`config.mk`:
```
export PLATFORM = sky130hd
export DESIGN_NAME = tca_dev_flat
export DESIGN_NICKNAME = d
export VERILOG_FILES = /design/src/rtl/tca_pkg.sv /design/src/rtl/tca_link_if.sv /design/src/rtl/tca_dev.sv /design/src/flat_wrapper.sv
export SDC_FILE = /design/constraint.sdc
export NUM_CORES = 1
export LEC_CHECK = 0
export ABC_AREA = 1
export BUFFER_PORTS_ARGS = -buffer_cell sky130_fd_sc_hd__buf_4
export CAP_MARGIN = 20
export CELL_PAD_IN_SITES_DETAIL_PLACEMENT = 1
export CELL_PAD_IN_SITES_GLOBAL_PLACEMENT = 2
export CORE_ASPECT_RATIO = 1.75
export CORE_MARGIN = 3
export CORE_UTILIZATION = 36
export CTS_CLUSTER_SIZE = 25
export DETAILED_ROUTE_END_ITERATION = 8
export GPL_TIMING_DRIVEN = 0
export PLACE_DENSITY_LB_ADDON = 0.08
export SLEW_MARGIN = 15
export SYNTH_ARGS = -nofsm -noshare
export SYNTH_HDL_FRONTEND = slang
export SYNTH_SLANG_ARGS = --single-unit
```
`constraint.sdc`:
```
create_clock -name CLK_SYS -period 2.3 [get_ports CLK_SYS]
set_input_delay 0.575 -clock CLK_SYS [delete_from_list [all_inputs] [get_ports CLK_SYS]]
set_output_delay 0.575 -clock CLK_SYS [all_outputs]
set_load 0.01 [all_outputs]
```
`src/rtl/tca_pkg.sv`:
```
// Shared constants for the temperature conversion and alarm link
`default_nettype none
package tca_pkg;
  // Command codes
  localparam logic [7:0] CMD_CONVERT = 8'h44;
  localparam logic [7:0] CMD_COPY = 8'h48;
  localparam logic [7:0] CMD_RECALL = 8'hb8;
  localparam logic [7:0] CMD_SKIP = 8'hcc;
  localparam logic [7:0] CMD_PWR = 8'hb4;
  localparam logic [7:0] CMD_SEARCH = 8'hec;
  // Scratchpad byte positions
  localparam logic [3:0] SP_TEMP_LO = 4'h0;
  localparam logic [3:0] SP_TEMP_HI = 4'h1;
  localparam logic [3:0] SP_TH = 4'h2;
  localparam logic [3:0] SP_TL = 4'h3;
  localparam logic [3:0] SP_REMAIN = 4'h6;
  localparam logic [3:0] SP_CPD = 4'h7;
  localparam logic [3:0] SP_LAST = 4'h7;
  localparam logic [7:0] SP_RSVD_VAL = 8'hff;
  // Values after reset
  localparam logic [15:0] TEMP_RST = 16'h00aa;
  localparam logic [7:0] COUNTS_PER_DEGREE = 8'h10;
  localparam logic [7:0] TH_NV_RST = 8'h7f;
  localparam logic [7:0] TL_NV_RST = 8'h80;
  // Fine result offset of 0.25 degree in sixteenths
  localparam logic [15:0] QUARTER_SIXTEENTHS = 16'h0004;
  // Timing
  localparam int unsigned CLK_KHZ = 125000;
  localparam int unsigned CONV_TIME_MS = 800;
  localparam int unsigned WR_TIME_MS = 10;
  localparam int unsigned CONV_CYCLES = CONV_TIME_MS * CLK_KHZ;
  localparam int unsigned WR_CYCLES = WR_TIME_MS * CLK_KHZ;
  // Master operations
  localparam logic [2:0] OP_CONVERT = 3'h0;
  localparam logic [2:0] OP_QUERY = 3'h1;
  localparam logic [2:0] OP_WRITE = 3'h2;
  localparam logic [2:0] OP_COPY = 3'h3;
  localparam logic [2:0] OP_READ = 3'h4;
  localparam logic [2:0] OP_SEARCH = 3'h5;
  localparam logic [2:0] OP_RECALL = 3'h6;
  // What the next read slot reports
  localparam logic [1:0] SLOT_NONE = 2'h0;
  localparam logic [1:0] SLOT_CONV = 2'h1;
  localparam logic [1:0] SLOT_PWR = 2'h2;
  localparam logic [1:0] SLOT_SRCH = 2'h3;
endpackage
`default_nettype wire

```
`src/rtl/tca_link_if.sv`:
```
// Command and slot level link between bus master and thermometer
`timescale 1ns/1ps
`default_nettype none
interface tca_link_if;
  logic cmd_stb;
  logic [7:0] cmd_code;
  logic slot_stb;
  logic slot_ack;
  logic slot_bit;
  logic wr_stb;
  logic rd_stb;
  logic [3:0] sp_idx;
  logic [7:0] wr_data;
  logic rd_ack;
  logic [7:0] rd_data;
  modport dev (
    input cmd_stb, cmd_code, slot_stb, wr_stb, rd_stb, sp_idx, wr_data,
    output slot_ack, slot_bit, rd_ack, rd_data
  );
  modport mst (
    output cmd_stb, cmd_code, slot_stb, wr_stb, rd_stb, sp_idx, wr_data,
    input slot_ack, slot_bit, rd_ack, rd_data
  );
endinterface
`default_nettype wire

```
`src/rtl/tca_dev.sv`:
```
// Thermometer end: conversion, result format, alarm and supply reporting
`timescale 1ns/1ps
`default_nettype none
module tca_dev #(
  parameter int unsigned CONV_CYCLES = tca_pkg::CONV_CYCLES,
  parameter int unsigned WR_CYCLES = tca_pkg::WR_CYCLES
) (
  // Clock and reset
  input wire logic CLK_SYS,
  input wire logic RST_B,
  // Link to the bus master
  tca_link_if.dev LNK,
  // Sensor and supply
  input wire logic EXT_SUPPLY_INPUT,
  input wire logic [8:0] SENSOR_CODE,
  input wire logic [7:0] SENSOR_REMAIN,
  // Status
  output logic CONV_ACTIVE,
  output logic ALARM_FLAG,
  output logic PARASITE_MODE,
  output logic [15:0] TEMP_RESULT
);

  typedef enum logic [2:0] {
    ST_IDLE = 3'b001,
    ST_CONV = 3'b010,
    ST_COPY = 3'b100
  } tca_dst_t;

  typedef struct packed {
    tca_dst_t st;
    logic [31:0] cnt;
    logic [15:0] temp;
    logic [7:0] remain;
    logic [7:0] th;
    logic [7:0] tl;
    logic [7:0] th_nv;
    logic [7:0] tl_nv;
    logic alarm;
    logic ext;
    logic skip_seen;
    logic [1:0] slot_mode;
    logic slot_ack;
    logic slot_bit;
    logic rd_ack;
    logic [7:0] rd_data;
  } tca_dev_s_t;

  tca_dev_s_t cur_ff;
  tca_dev_s_t nxt_ff;

  // Alarm test on the whole-degree part against both signed thresholds
  function automatic logic alarm_test(input logic [15:0] t, input logic [7:0] hi,
                                      input logic [7:0] lo);
    logic signed [7:0] v;
    v = signed'(t[8:1]);
    alarm_test = (v <= signed'(lo)) || (v > signed'(hi));
  endfunction

  // Scratchpad byte view
  function automatic logic [7:0] sp_byte(input tca_dev_s_t s, input logic [3:0] idx);
    case (idx)
      tca_pkg::SP_TEMP_LO: sp_byte = s.temp[7:0];
      tca_pkg::SP_TEMP_HI: sp_byte = s.temp[15:8];
      tca_pkg::SP_TH: sp_byte = s.th;
      tca_pkg::SP_TL: sp_byte = s.tl;
      tca_pkg::SP_REMAIN: sp_byte = s.remain;
      tca_pkg::SP_CPD: sp_byte = tca_pkg::COUNTS_PER_DEGREE;
      default: sp_byte = tca_pkg::SP_RSVD_VAL;
    endcase
  endfunction

  always_comb begin
    nxt_ff = cur_ff;
    nxt_ff.slot_ack = 1'b0;
    nxt_ff.rd_ack = 1'b0;
    nxt_ff.ext = EXT_SUPPLY_INPUT;

    // Read slot answer, chosen by the last function command
    if (LNK.slot_stb) begin
      nxt_ff.slot_ack = 1'b1;
      case (cur_ff.slot_mode)
        tca_pkg::SLOT_CONV: nxt_ff.slot_bit = !cur_ff.ext || (cur_ff.st != ST_CONV);
        tca_pkg::SLOT_PWR: nxt_ff.slot_bit = cur_ff.ext;
        tca_pkg::SLOT_SRCH: nxt_ff.slot_bit = !cur_ff.alarm;
        default: nxt_ff.slot_bit = 1'b1;
      endcase
    end

    // Scratchpad access; only threshold bytes are writable
    if (LNK.rd_stb) begin
      nxt_ff.rd_ack = 1'b1;
      nxt_ff.rd_data = sp_byte(cur_ff, LNK.sp_idx);
    end
    if (LNK.wr_stb) begin
      if (LNK.sp_idx == tca_pkg::SP_TH) begin
        nxt_ff.th = LNK.wr_data;
      end
      if (LNK.sp_idx == tca_pkg::SP_TL) begin
        nxt_ff.tl = LNK.wr_data;
      end
    end

    // Function commands
    if (LNK.cmd_stb) begin
      nxt_ff.skip_seen = 1'b0;
      nxt_ff.slot_mode = tca_pkg::SLOT_NONE;
      case (LNK.cmd_code)
        tca_pkg::CMD_CONVERT: begin
          nxt_ff.slot_mode = tca_pkg::SLOT_CONV;
          if (cur_ff.st == ST_IDLE) begin
            nxt_ff.st = ST_CONV;
            nxt_ff.cnt = 32'(CONV_CYCLES - 1);
          end
        end
        tca_pkg::CMD_COPY: begin
          if (cur_ff.st == ST_IDLE) begin
            nxt_ff.st = ST_COPY;
            nxt_ff.cnt = 32'(WR_CYCLES - 1);
          end
        end
        tca_pkg::CMD_RECALL: begin
          nxt_ff.th = cur_ff.th_nv;
          nxt_ff.tl = cur_ff.tl_nv;
        end
        tca_pkg::CMD_SKIP: nxt_ff.skip_seen = 1'b1;
        tca_pkg::CMD_PWR: begin
          if (cur_ff.skip_seen) begin
            nxt_ff.slot_mode = tca_pkg::SLOT_PWR;
          end
        end
        tca_pkg::CMD_SEARCH: nxt_ff.slot_mode = tca_pkg::SLOT_SRCH;
        default: nxt_ff.slot_mode = tca_pkg::SLOT_NONE;
      endcase
    end

    // Internal timing of conversion and nonvolatile copy
    case (cur_ff.st)
      ST_IDLE: ;
      ST_CONV: begin
        if (cur_ff.cnt == 32'h0) begin
          nxt_ff.temp = {{7{SENSOR_CODE[8]}}, SENSOR_CODE};
          nxt_ff.remain = SENSOR_REMAIN;
          nxt_ff.alarm = alarm_test(nxt_ff.temp, cur_ff.th, cur_ff.tl);
          nxt_ff.st = ST_IDLE;
        end else begin
          nxt_ff.cnt = cur_ff.cnt - 32'h1;
        end
      end
      ST_COPY: begin
        if (cur_ff.cnt == 32'h0) begin
          nxt_ff.th_nv = cur_ff.th;
          nxt_ff.tl_nv = cur_ff.tl;
          nxt_ff.st = ST_IDLE;
        end else begin
          nxt_ff.cnt = cur_ff.cnt - 32'h1;
        end
      end
      default: nxt_ff.st = ST_IDLE;
    endcase
  end

  always_ff @(posedge CLK_SYS or negedge RST_B) begin
    if (!RST_B) begin
      cur_ff.st <= ST_IDLE;
      cur_ff.cnt <= 32'h0;
      cur_ff.temp <= tca_pkg::TEMP_RST;
      cur_ff.remain <= 8'h00;
      cur_ff.th <= tca_pkg::TH_NV_RST;
      cur_ff.tl <= tca_pkg::TL_NV_RST;
      cur_ff.th_nv <= tca_pkg::TH_NV_RST;
      cur_ff.tl_nv <= tca_pkg::TL_NV_RST;
      cur_ff.alarm <= 1'b0;
      cur_ff.ext <= 1'b0;
      cur_ff.skip_seen <= 1'b0;
      cur_ff.slot_mode <= tca_pkg::SLOT_NONE;
      cur_ff.slot_ack <= 1'b0;
      cur_ff.slot_bit <= 1'b1;
      cur_ff.rd_ack <= 1'b0;
      cur_ff.rd_data <= 8'h00;
    end else begin
      cur_ff <= nxt_ff;
    end
  end

  assign LNK.slot_ack = cur_ff.slot_ack;
  assign LNK.slot_bit = cur_ff.slot_bit;
  assign LNK.rd_ack = cur_ff.rd_ack;
  assign LNK.rd_data = cur_ff.rd_data;
  assign CONV_ACTIVE = (cur_ff.st == ST_CONV);
  assign ALARM_FLAG = cur_ff.alarm;
  assign PARASITE_MODE = !cur_ff.ext;
  assign TEMP_RESULT = cur_ff.temp;

endmodule
`default_nettype wire

```
`src/flat_wrapper.sv`:
```
// flat-port wrapper written by rule: the top's interface ports become plain ports
module tca_dev_flat 
#(
  parameter int unsigned CONV_CYCLES = tca_pkg::CONV_CYCLES,
  parameter int unsigned WR_CYCLES = tca_pkg::WR_CYCLES
)
  (CLK_SYS, RST_B, EXT_SUPPLY_INPUT, SENSOR_CODE, SENSOR_REMAIN, CONV_ACTIVE, ALARM_FLAG, PARASITE_MODE, TEMP_RESULT, LNK_cmd_stb, LNK_cmd_code, LNK_slot_stb, LNK_wr_stb, LNK_rd_stb, LNK_sp_idx, LNK_wr_data, LNK_slot_ack, LNK_slot_bit, LNK_rd_ack, LNK_rd_data);
  tca_link_if LNK_i ();
  input wire logic CLK_SYS;
  input wire logic RST_B;
  input wire logic EXT_SUPPLY_INPUT;
  input wire logic [8:0] SENSOR_CODE;
  input wire logic [7:0] SENSOR_REMAIN;
  output logic CONV_ACTIVE;
  output logic ALARM_FLAG;
  output logic PARASITE_MODE;
  output logic [15:0] TEMP_RESULT;
  input wire logic [$bits(LNK_i.cmd_stb)-1:0] LNK_cmd_stb;
  input wire logic [$bits(LNK_i.cmd_code)-1:0] LNK_cmd_code;
  input wire logic [$bits(LNK_i.slot_stb)-1:0] LNK_slot_stb;
  input wire logic [$bits(LNK_i.wr_stb)-1:0] LNK_wr_stb;
  input wire logic [$bits(LNK_i.rd_stb)-1:0] LNK_rd_stb;
  input wire logic [$bits(LNK_i.sp_idx)-1:0] LNK_sp_idx;
  input wire logic [$bits(LNK_i.wr_data)-1:0] LNK_wr_data;
  output wire logic [$bits(LNK_i.slot_ack)-1:0] LNK_slot_ack;
  output wire logic [$bits(LNK_i.slot_bit)-1:0] LNK_slot_bit;
  output wire logic [$bits(LNK_i.rd_ack)-1:0] LNK_rd_ack;
  output wire logic [$bits(LNK_i.rd_data)-1:0] LNK_rd_data;
  assign LNK_i.cmd_stb = LNK_cmd_stb;
  assign LNK_i.cmd_code = LNK_cmd_code;
  assign LNK_i.slot_stb = LNK_slot_stb;
  assign LNK_i.wr_stb = LNK_wr_stb;
  assign LNK_i.rd_stb = LNK_rd_stb;
  assign LNK_i.sp_idx = LNK_sp_idx;
  assign LNK_i.wr_data = LNK_wr_data;
  assign LNK_slot_ack = LNK_i.slot_ack;
  assign LNK_slot_bit = LNK_i.slot_bit;
  assign LNK_rd_ack = LNK_i.rd_ack;
  assign LNK_rd_data = LNK_i.rd_data;
  tca_dev #(.CONV_CYCLES(CONV_CYCLES), .WR_CYCLES(WR_CYCLES)) u_core (.CLK_SYS(CLK_SYS), .RST_B(RST_B), .LNK(LNK_i), .EXT_SUPPLY_INPUT(EXT_SUPPLY_INPUT), .SENSOR_CODE(SENSOR_CODE), .SENSOR_REMAIN(SENSOR_REMAIN), .CONV_ACTIVE(CONV_ACTIVE), .ALARM_FLAG(ALARM_FLAG), .PARASITE_MODE(PARASITE_MODE), .TEMP_RESULT(TEMP_RESULT));
endmodule
```
==> metrics.txt, run 1 <==
R2R depth 9; Max transition margin roughly a third; Final ANT Viol Nets 0; CTS tree done; Ys Warns 0; internal power between 3000 and 4000 µW; post-synth cell types 36; Synth Flop Type dfrtp_1; syn_nets slightly below 900; aggregate global routing overflow 0; Power Density between 700 and 800 mW/mm²; period utilisation layout between 90% and 100%; Synth-to-Final Area Change 18.8%; Critical R2R Launch u_core.cur_ff[72]$_DFF_PN0_; Worst EP required around 1.7 ns; Logic pwr share between 20% and 30%; CP Launch Type flop; final total power 5610 µW; most frequent cells in the layout nand2_1 (204), inv_1 (100), buf_4 (98); pin count of the biggest net entering global routing approximately 100; Clock Pin Slew Worst Setup and Hold Paths about 0.08 ns; Worst Path Arrival 1.58 ns; DPL Wire Length about 16000 µm; sw power about 2000 µW; maximum clock insertion buffer count 2; Final Hold Fails 0; post-synthesis sequential area ratio about 42%; Reg2Reg Setup Slack ~0.20 ns; number of enable flip-flop cells after synthesis 0; commonest non-fill, non-tap cell in the layout nand2_1; syn_area_per_cell between 7 and 8 µm²; FF/Latch Area 0.00253 mm²; die area 0.0183 mm²; CP Class reg2out; Placed Area 0.00683 mm²; IO buf count 73; later-pin clock latency in the skew report 0.35 ns; CP Max Fanout 19; Multi-input gate area roughly 0.0028 mm²; skew final 0.0117 ns; fmax approximately 460 MHz; placement row count just over 60; crit path launch u_core.cur_ff[106]$_DFF_PN0_; die width about 100 µm; cts bufs inserted 9; Root Buffer clkbuf_16; Worst Tran Pin Value 0.997 ns; RePlAce Congestion between 0.8 and 0.9; via count 5689; share of cells above drive strength 1 between 10% and 20%; crit path time final ~2.2 ns; initial core utilization 37.3%; die height 177 µm; Leak Pwr 0.00351 µW; CTS Sinks 100; max_cap viols 0; final setup TNS 0 ns; antenna diode count 0; core area approximately 0.016 mm²; max-slew violations 0; Net Sw Frac approximately 36%; clock network fraction of total power about 28%; Final Cell Area 0.00714 mm²; status completed; mapped cell area 0.00601 mm²; ys async rst share 100%; FILL cells 2047; initial antenna violation count 0; Critical Path End CONV_ACTIVE; Residual DRC 0; final-stage net count 952; mean number of vias per cell between 5 and 6; H-tree depth 3; Seq pwr share 43.6%; RSZ-0062 raised after global routing no; DR iter-0 viols 155; gr usage total a little under a quarter; vias in the first global route 6365; I/O pin total between 70 and 80; cells after synthesis between 800 and 900; VDD IR max 444 µV; final wirelength slightly above 20000 µm; global-route wire length before repair 33000 µm; class of the worst hold path in2async; Yosys reg bits 100; crit end category primary output; R2R Path End u_core.cur_ff[100]$_DFF_PN0_; router iterations before antenna repair 4; final setup fails 0; wire per inst between 15 and 20 µm
## per-layer routing
metal  track usage, %  vias to the layer above  wire [µm]
met4             11.5                        0        930
met2             47.7                      105      12100
met3             2.92                       49        477
met5                0                        -          0
li1                 -                     2735          -
met1             22.0                     2800       7250
## flip-flops by register name (all words and copies together) (netlist names)
signal	cells
u_core.LNK.rd_ack	1
u_core.LNK.slot_ack	1
u_core.ALARM_FLAG	1
u_core.LNK.slot_bit	1
u_core.TEMP_RESULT	9
u_core.LNK.rd_data	8
u_core.cur_ff	79
## cell families (layout without fill, tap and decap cells)
| group | count (synthesis) | in the layout | synth area share (%) |
|---|---|---|---|
| buf+inv | 149 | 237 | 11.5 |
| fa+ha+maj | 18 | 18 | 3.75 |
| flops | 100 | 100 | 42.1 |
| xor+xnor | 16 | 16 | 2.33 |
| compound gates | 100 | 100 | 9.37 |
| simple gates | 424 | 424 | 30.9 |
## timing repair
action                     4_1_cts  5_1_grt
hold buffers                     0        0
setup endpoints to repair        1        1
pin swaps                        0        0
buffers inserted                 0        0
gates resized for setup          0        1
## synthesized netlist by cell type (all sizes together), types with 8 or more instances
master	n	area [µm²]
dfstp	22	578
o211ai	16	120
nor3	8	82.6
dfrtp	78	1950
xor2	12	105
buf	38	274
nand2	206	783
o21ai	48	240
nand4	12	75.1
inv	104	390
nor2	100	398
nand3	95	498
ha	18	225
a21oi	23	115
## power groups by stage
stage | combinational (µW) | clock (µW) | sequential (µW)
floorplan | 1080 | 0 | 2360
global placement | 1490 | 0 | 2460
detailed placement | 1580 | 0 | 2470
CTS | 1590 | 1640 | 2440
global route | 1820 | 1700 | 2490
finish | 1560 | 1600 | 2440
## worst min-delay path by stage
stage / from / end / slack, ns / cells past startpoint
2_1_floorplan: RST_B / u_core.ALARM_FLAG$_DFFE_PN0P_ / 0.28 / 0
3_3_place_gp: u_core.cur_ff[54]$_DFFE_PN0P_ / u_core.cur_ff[54]$_DFFE_PN0P_ / 0.46 / 2
3_5_place_dp: u_core.cur_ff[53]$_DFFE_PN0P_ / u_core.cur_ff[53]$_DFFE_PN0P_ / 0.47 / 2
4_1_cts: EXT_SUPPLY_INPUT / u_core.cur_ff[14]$_DFF_PN0_ / 0.33 / 1
5_1_grt: EXT_SUPPLY_INPUT / u_core.cur_ff[14]$_DFF_PN0_ / 0.32 / 1
6_report: RST_B / u_core.cur_ff[52]$_DFFE_PN0P_ / 0.32 / 1
## worst max-delay path: stages (launching register included)
cell and delay, ns:
dfrtp_1 0.43, nor3_4 0.28, clkbuf_4 0.34, buf_4 0.17
## cell type report
| cell class | count | share of cell area (%) |
|---|---|---|
| Buffer | 44 | 4.19 |
| Clock buffer | 11 | 3.40 |
| Clock inverter | 5 | 0.842 |
| Inverter | 104 | 5.47 |
| Multi-Input combinational cell | 558 | 39.0 |
| Sequential cell | 100 | 35.5 |
| Tap cell | 220 | 3.86 |
| Timing Repair Buffer | 73 | 7.73 |
## metrics by stage
stage	util (%)	std cells	hold slack, ns	worst slack [ns]
floorplan	-	807	0.279	0.525
global placement	42.4	1100	0.462	-0.0399
detailed placement	42.4	1100	0.470	-0.115
CTS	44.3	1115	0.327	0.0356
global route	44.3	1115	0.321	0.0544
finish	44.3	1115	0.315	0.144
Power figures use the tool's default switching activity.
==> run 2, diff against run 1 <==
- ABC_AREA: 1 -> not set
- CORE_UTILIZATION: 36 -> 40
==> metrics.txt, run 2 <==
status complete, but fails checks; failing checks negative setup slack; final core occ 59.0%; placement row count 56; Final Hold Fails 0; GR Util met3 roughly 3.2%; Clock Pin Slew Worst Setup and Hold Paths 0.08 ns; crit end category flop; count leader, synth dfrtp_1; buffers plus inverters on the worst setup path 4; H-tree depth 3; I/O pin total 74; post-synthesis sequential area ratio a little under half; WP depth 9; die area about 0.015 mm²; Post-Synth XOR/XNOR Area 0%; aggregate global routing overflow 0; initial antenna violation count 0; later-pin clock latency in the skew report approximately 0.36 ns; core area around 0.013 mm²; max_cap viols 0; DPL Wire Length roughly 12000 µm; Worst Tran Pin Value slightly below 1 ns; final-stage net count 749; commonest non-fill, non-tap cell in the layout buf_4; VDD IR max roughly 340 µV; die height between 150 and 200 µm; simple-gate share of the synthesized area ~18%; Cell Chain, Critical Path or4_4 -> buf_4 -> nor4b_4 -> buf_4 -> a31oi_4 -> buf_8 -> clkbuf_16 -> o211ai_1 -> nand3b_1; RSZ-0062 raised after global routing yes; Power Density 561 mW/mm²; R2R depth 9; global-route wire length before repair about 28000 µm; GR peak layer met2; final setup TNS -13.63 ns; mean number of vias per cell approximately 6; delay-heaviest family, CP simple AND/OR/NAND/NOR gates; cells after synthesis around 540; CP Class reg2reg; class of the worst hold path in2async; Worst EP required ~2.5 ns; vias in the first global route 5223; Residual DRC 0; mux contribution to synthesized area between 10 and 15%; wire per inst about 24 µm; pin count of the biggest net entering global routing about 100; max FFs per register between 70 and 80; crit path launch u_core.cur_ff[92]$_DFF_PN0_; Worst path slowest cell or4_4; Worst Path Arrival approximately 2.9 ns; RePlAce Congestion 0.852; cts bufs inserted 9; Leak Pwr between 0.003 and 0.004 µW; fmax 379 MHz; cell mode on critical path buf_4; Final ANT Viol Nets 0; post-synth cell types 60; met2 Use GR around 49%; period utilisation layout 115%; CTS Sinks 100; syn_nets between 600 and 700; met1 Resource Use GR roughly a quarter; most frequent cells in the layout buf_4 (135), dfrtp_1 (71), nor2_1 (44); max-slew violations 0; Placed Area roughly 0.0064 mm²; ys async rst share between 90% and 100%; router iterations before antenna repair 6; R2R Path End u_core.cur_ff[101]$_DFF_PN0_; Yosys top cell by area dfrtp_1; share of cells above drive strength 1 47.3%; Yosys reg bits 100; Synth-to-Final Area Change 43.5%; Max transition margin around a third; IO buf count 71; Root Buffer clkbuf_16; die width 94.9 µm; CTS tree done; Reg2Reg Setup Slack -0.34 ns; syn_area_per_cell a little over 10 µm²; Reg with most FFs u_core.cur_ff; skew final between 0.01 and 0.015 ns; Synth top area share a little over a third; CP peak stage delay between 0.5 and 0.6 ns; Synth Area in Adders under 10%; final wirelength around 21000 µm; Critical Path End u_core.cur_ff[101]$_DFF_PN0_; cts hold-fix bufs 0; crit path time final 2.64 ns; antenna diode count 0; via count just over 5000; CP Launch Type flop; Synth Flop Type dfrtp_1; top cells by count, synth dfrtp_1 (78), nor2_1 (49), mux2_2 (35); final setup fails a little under 70; setup ws final -0.342 ns; initial core utilization around 40%; ranking of synthesized cells by area dfrtp_1 (35%), dfstp_2 (10%), mux2_2 (7.1%), mux2i_1 (4.9%), ha_1 (4.1%); maximum clock insertion buffer count 2; DR iter-0 viols approximately 170; Critical R2R Launch u_core.cur_ff[92]$_DFF_PN0_; largest family of logic cells by synthesized area simple AND/OR/NAND/NOR gates; CP Max Fanout 6; Compound-Gate Fraction of Synth Area about an eighth; mapped cell area approximately 0.0055 mm²; Final Cell Area about 0.0079 mm²; gr usage total 24.5%; number of enable flip-flop cells after synthesis 0; Ys Warns 0
-- run 2: what timing repair did --
action | 4_1_cts | 5_1_grt
setup buffers | 27 | 35
pin swaps | 15 | 29
gates resized for setup | 86 | 75
setup endpoints to repair | 69 | 85
gates cloned | 4 | 3
-- run 2: power breakdown --
group / total (µW) / switching, µW / internal, µW
sequential: 2100 / 175 / 1930
combinational: 751 / 380 / 370
clock: 1600 / 751 / 850
-- run 2: layout make-up --
type                       count  area, µm²
tap                          174        218
inverter                      26       97.6
fill                        1450       5510
sequential                   100       2540
clock buffer                   9        225
multi-input combinational    368       3170
buffer                        44        380
clock inverter                 7       75.1
timing repair buffer         138       1240
-- run 2: worst min path at each step --
stage,endpoint,slack (ns),cells after the start
4_1_cts,u_core.cur_ff[14]$_DFF_PN0_,0.32,1
5_1_grt,u_core.cur_ff[14]$_DFF_PN0_,0.31,1
3_3_place_gp,u_core.cur_ff[99]$_DFF_PN0_,0.47,1
3_5_place_dp,u_core.cur_ff[99]$_DFF_PN0_,0.48,1
2_1_floorplan,u_core.ALARM_FLAG$_DFFE_PN0P_,0.28,0
6_report,u_core.cur_ff[52]$_DFFE_PN0P_,0.28,1
-- run 2: cell families after synthesis --
logic type	Yosys count
AO/OA/AOI/OAI	101
adder cells (fa/ha/maj)	18
buffers and inverters	74
flip-flops	100
AND/OR/NAND/NOR	187
multiplexers	62
-- run 2: metal layers --
| layer | vias up | wire length (µm) |
|---|---|---|
| li1 | 2284 | - |
| met1 | 2567 | 6700 |
| met2 | 144 | 12000 |
| met3 | 69 | 645 |
| met4 | 0 | 1330 |
| met5 | - | 0 |
-- run 2: metrics by stage --
stage	setup slack, ns	instances	total power, µW	hold slack (ns)
after floorplan	-0.0721	542	2440	0.279
after global placement	-0.654	787	2700	0.469
after detailed placement	-0.711	787	2750	0.483
after CTS	-0.257	833	4360	0.317
after global routing	-0.372	866	4650	0.309
final	-0.342	866	4450	0.280
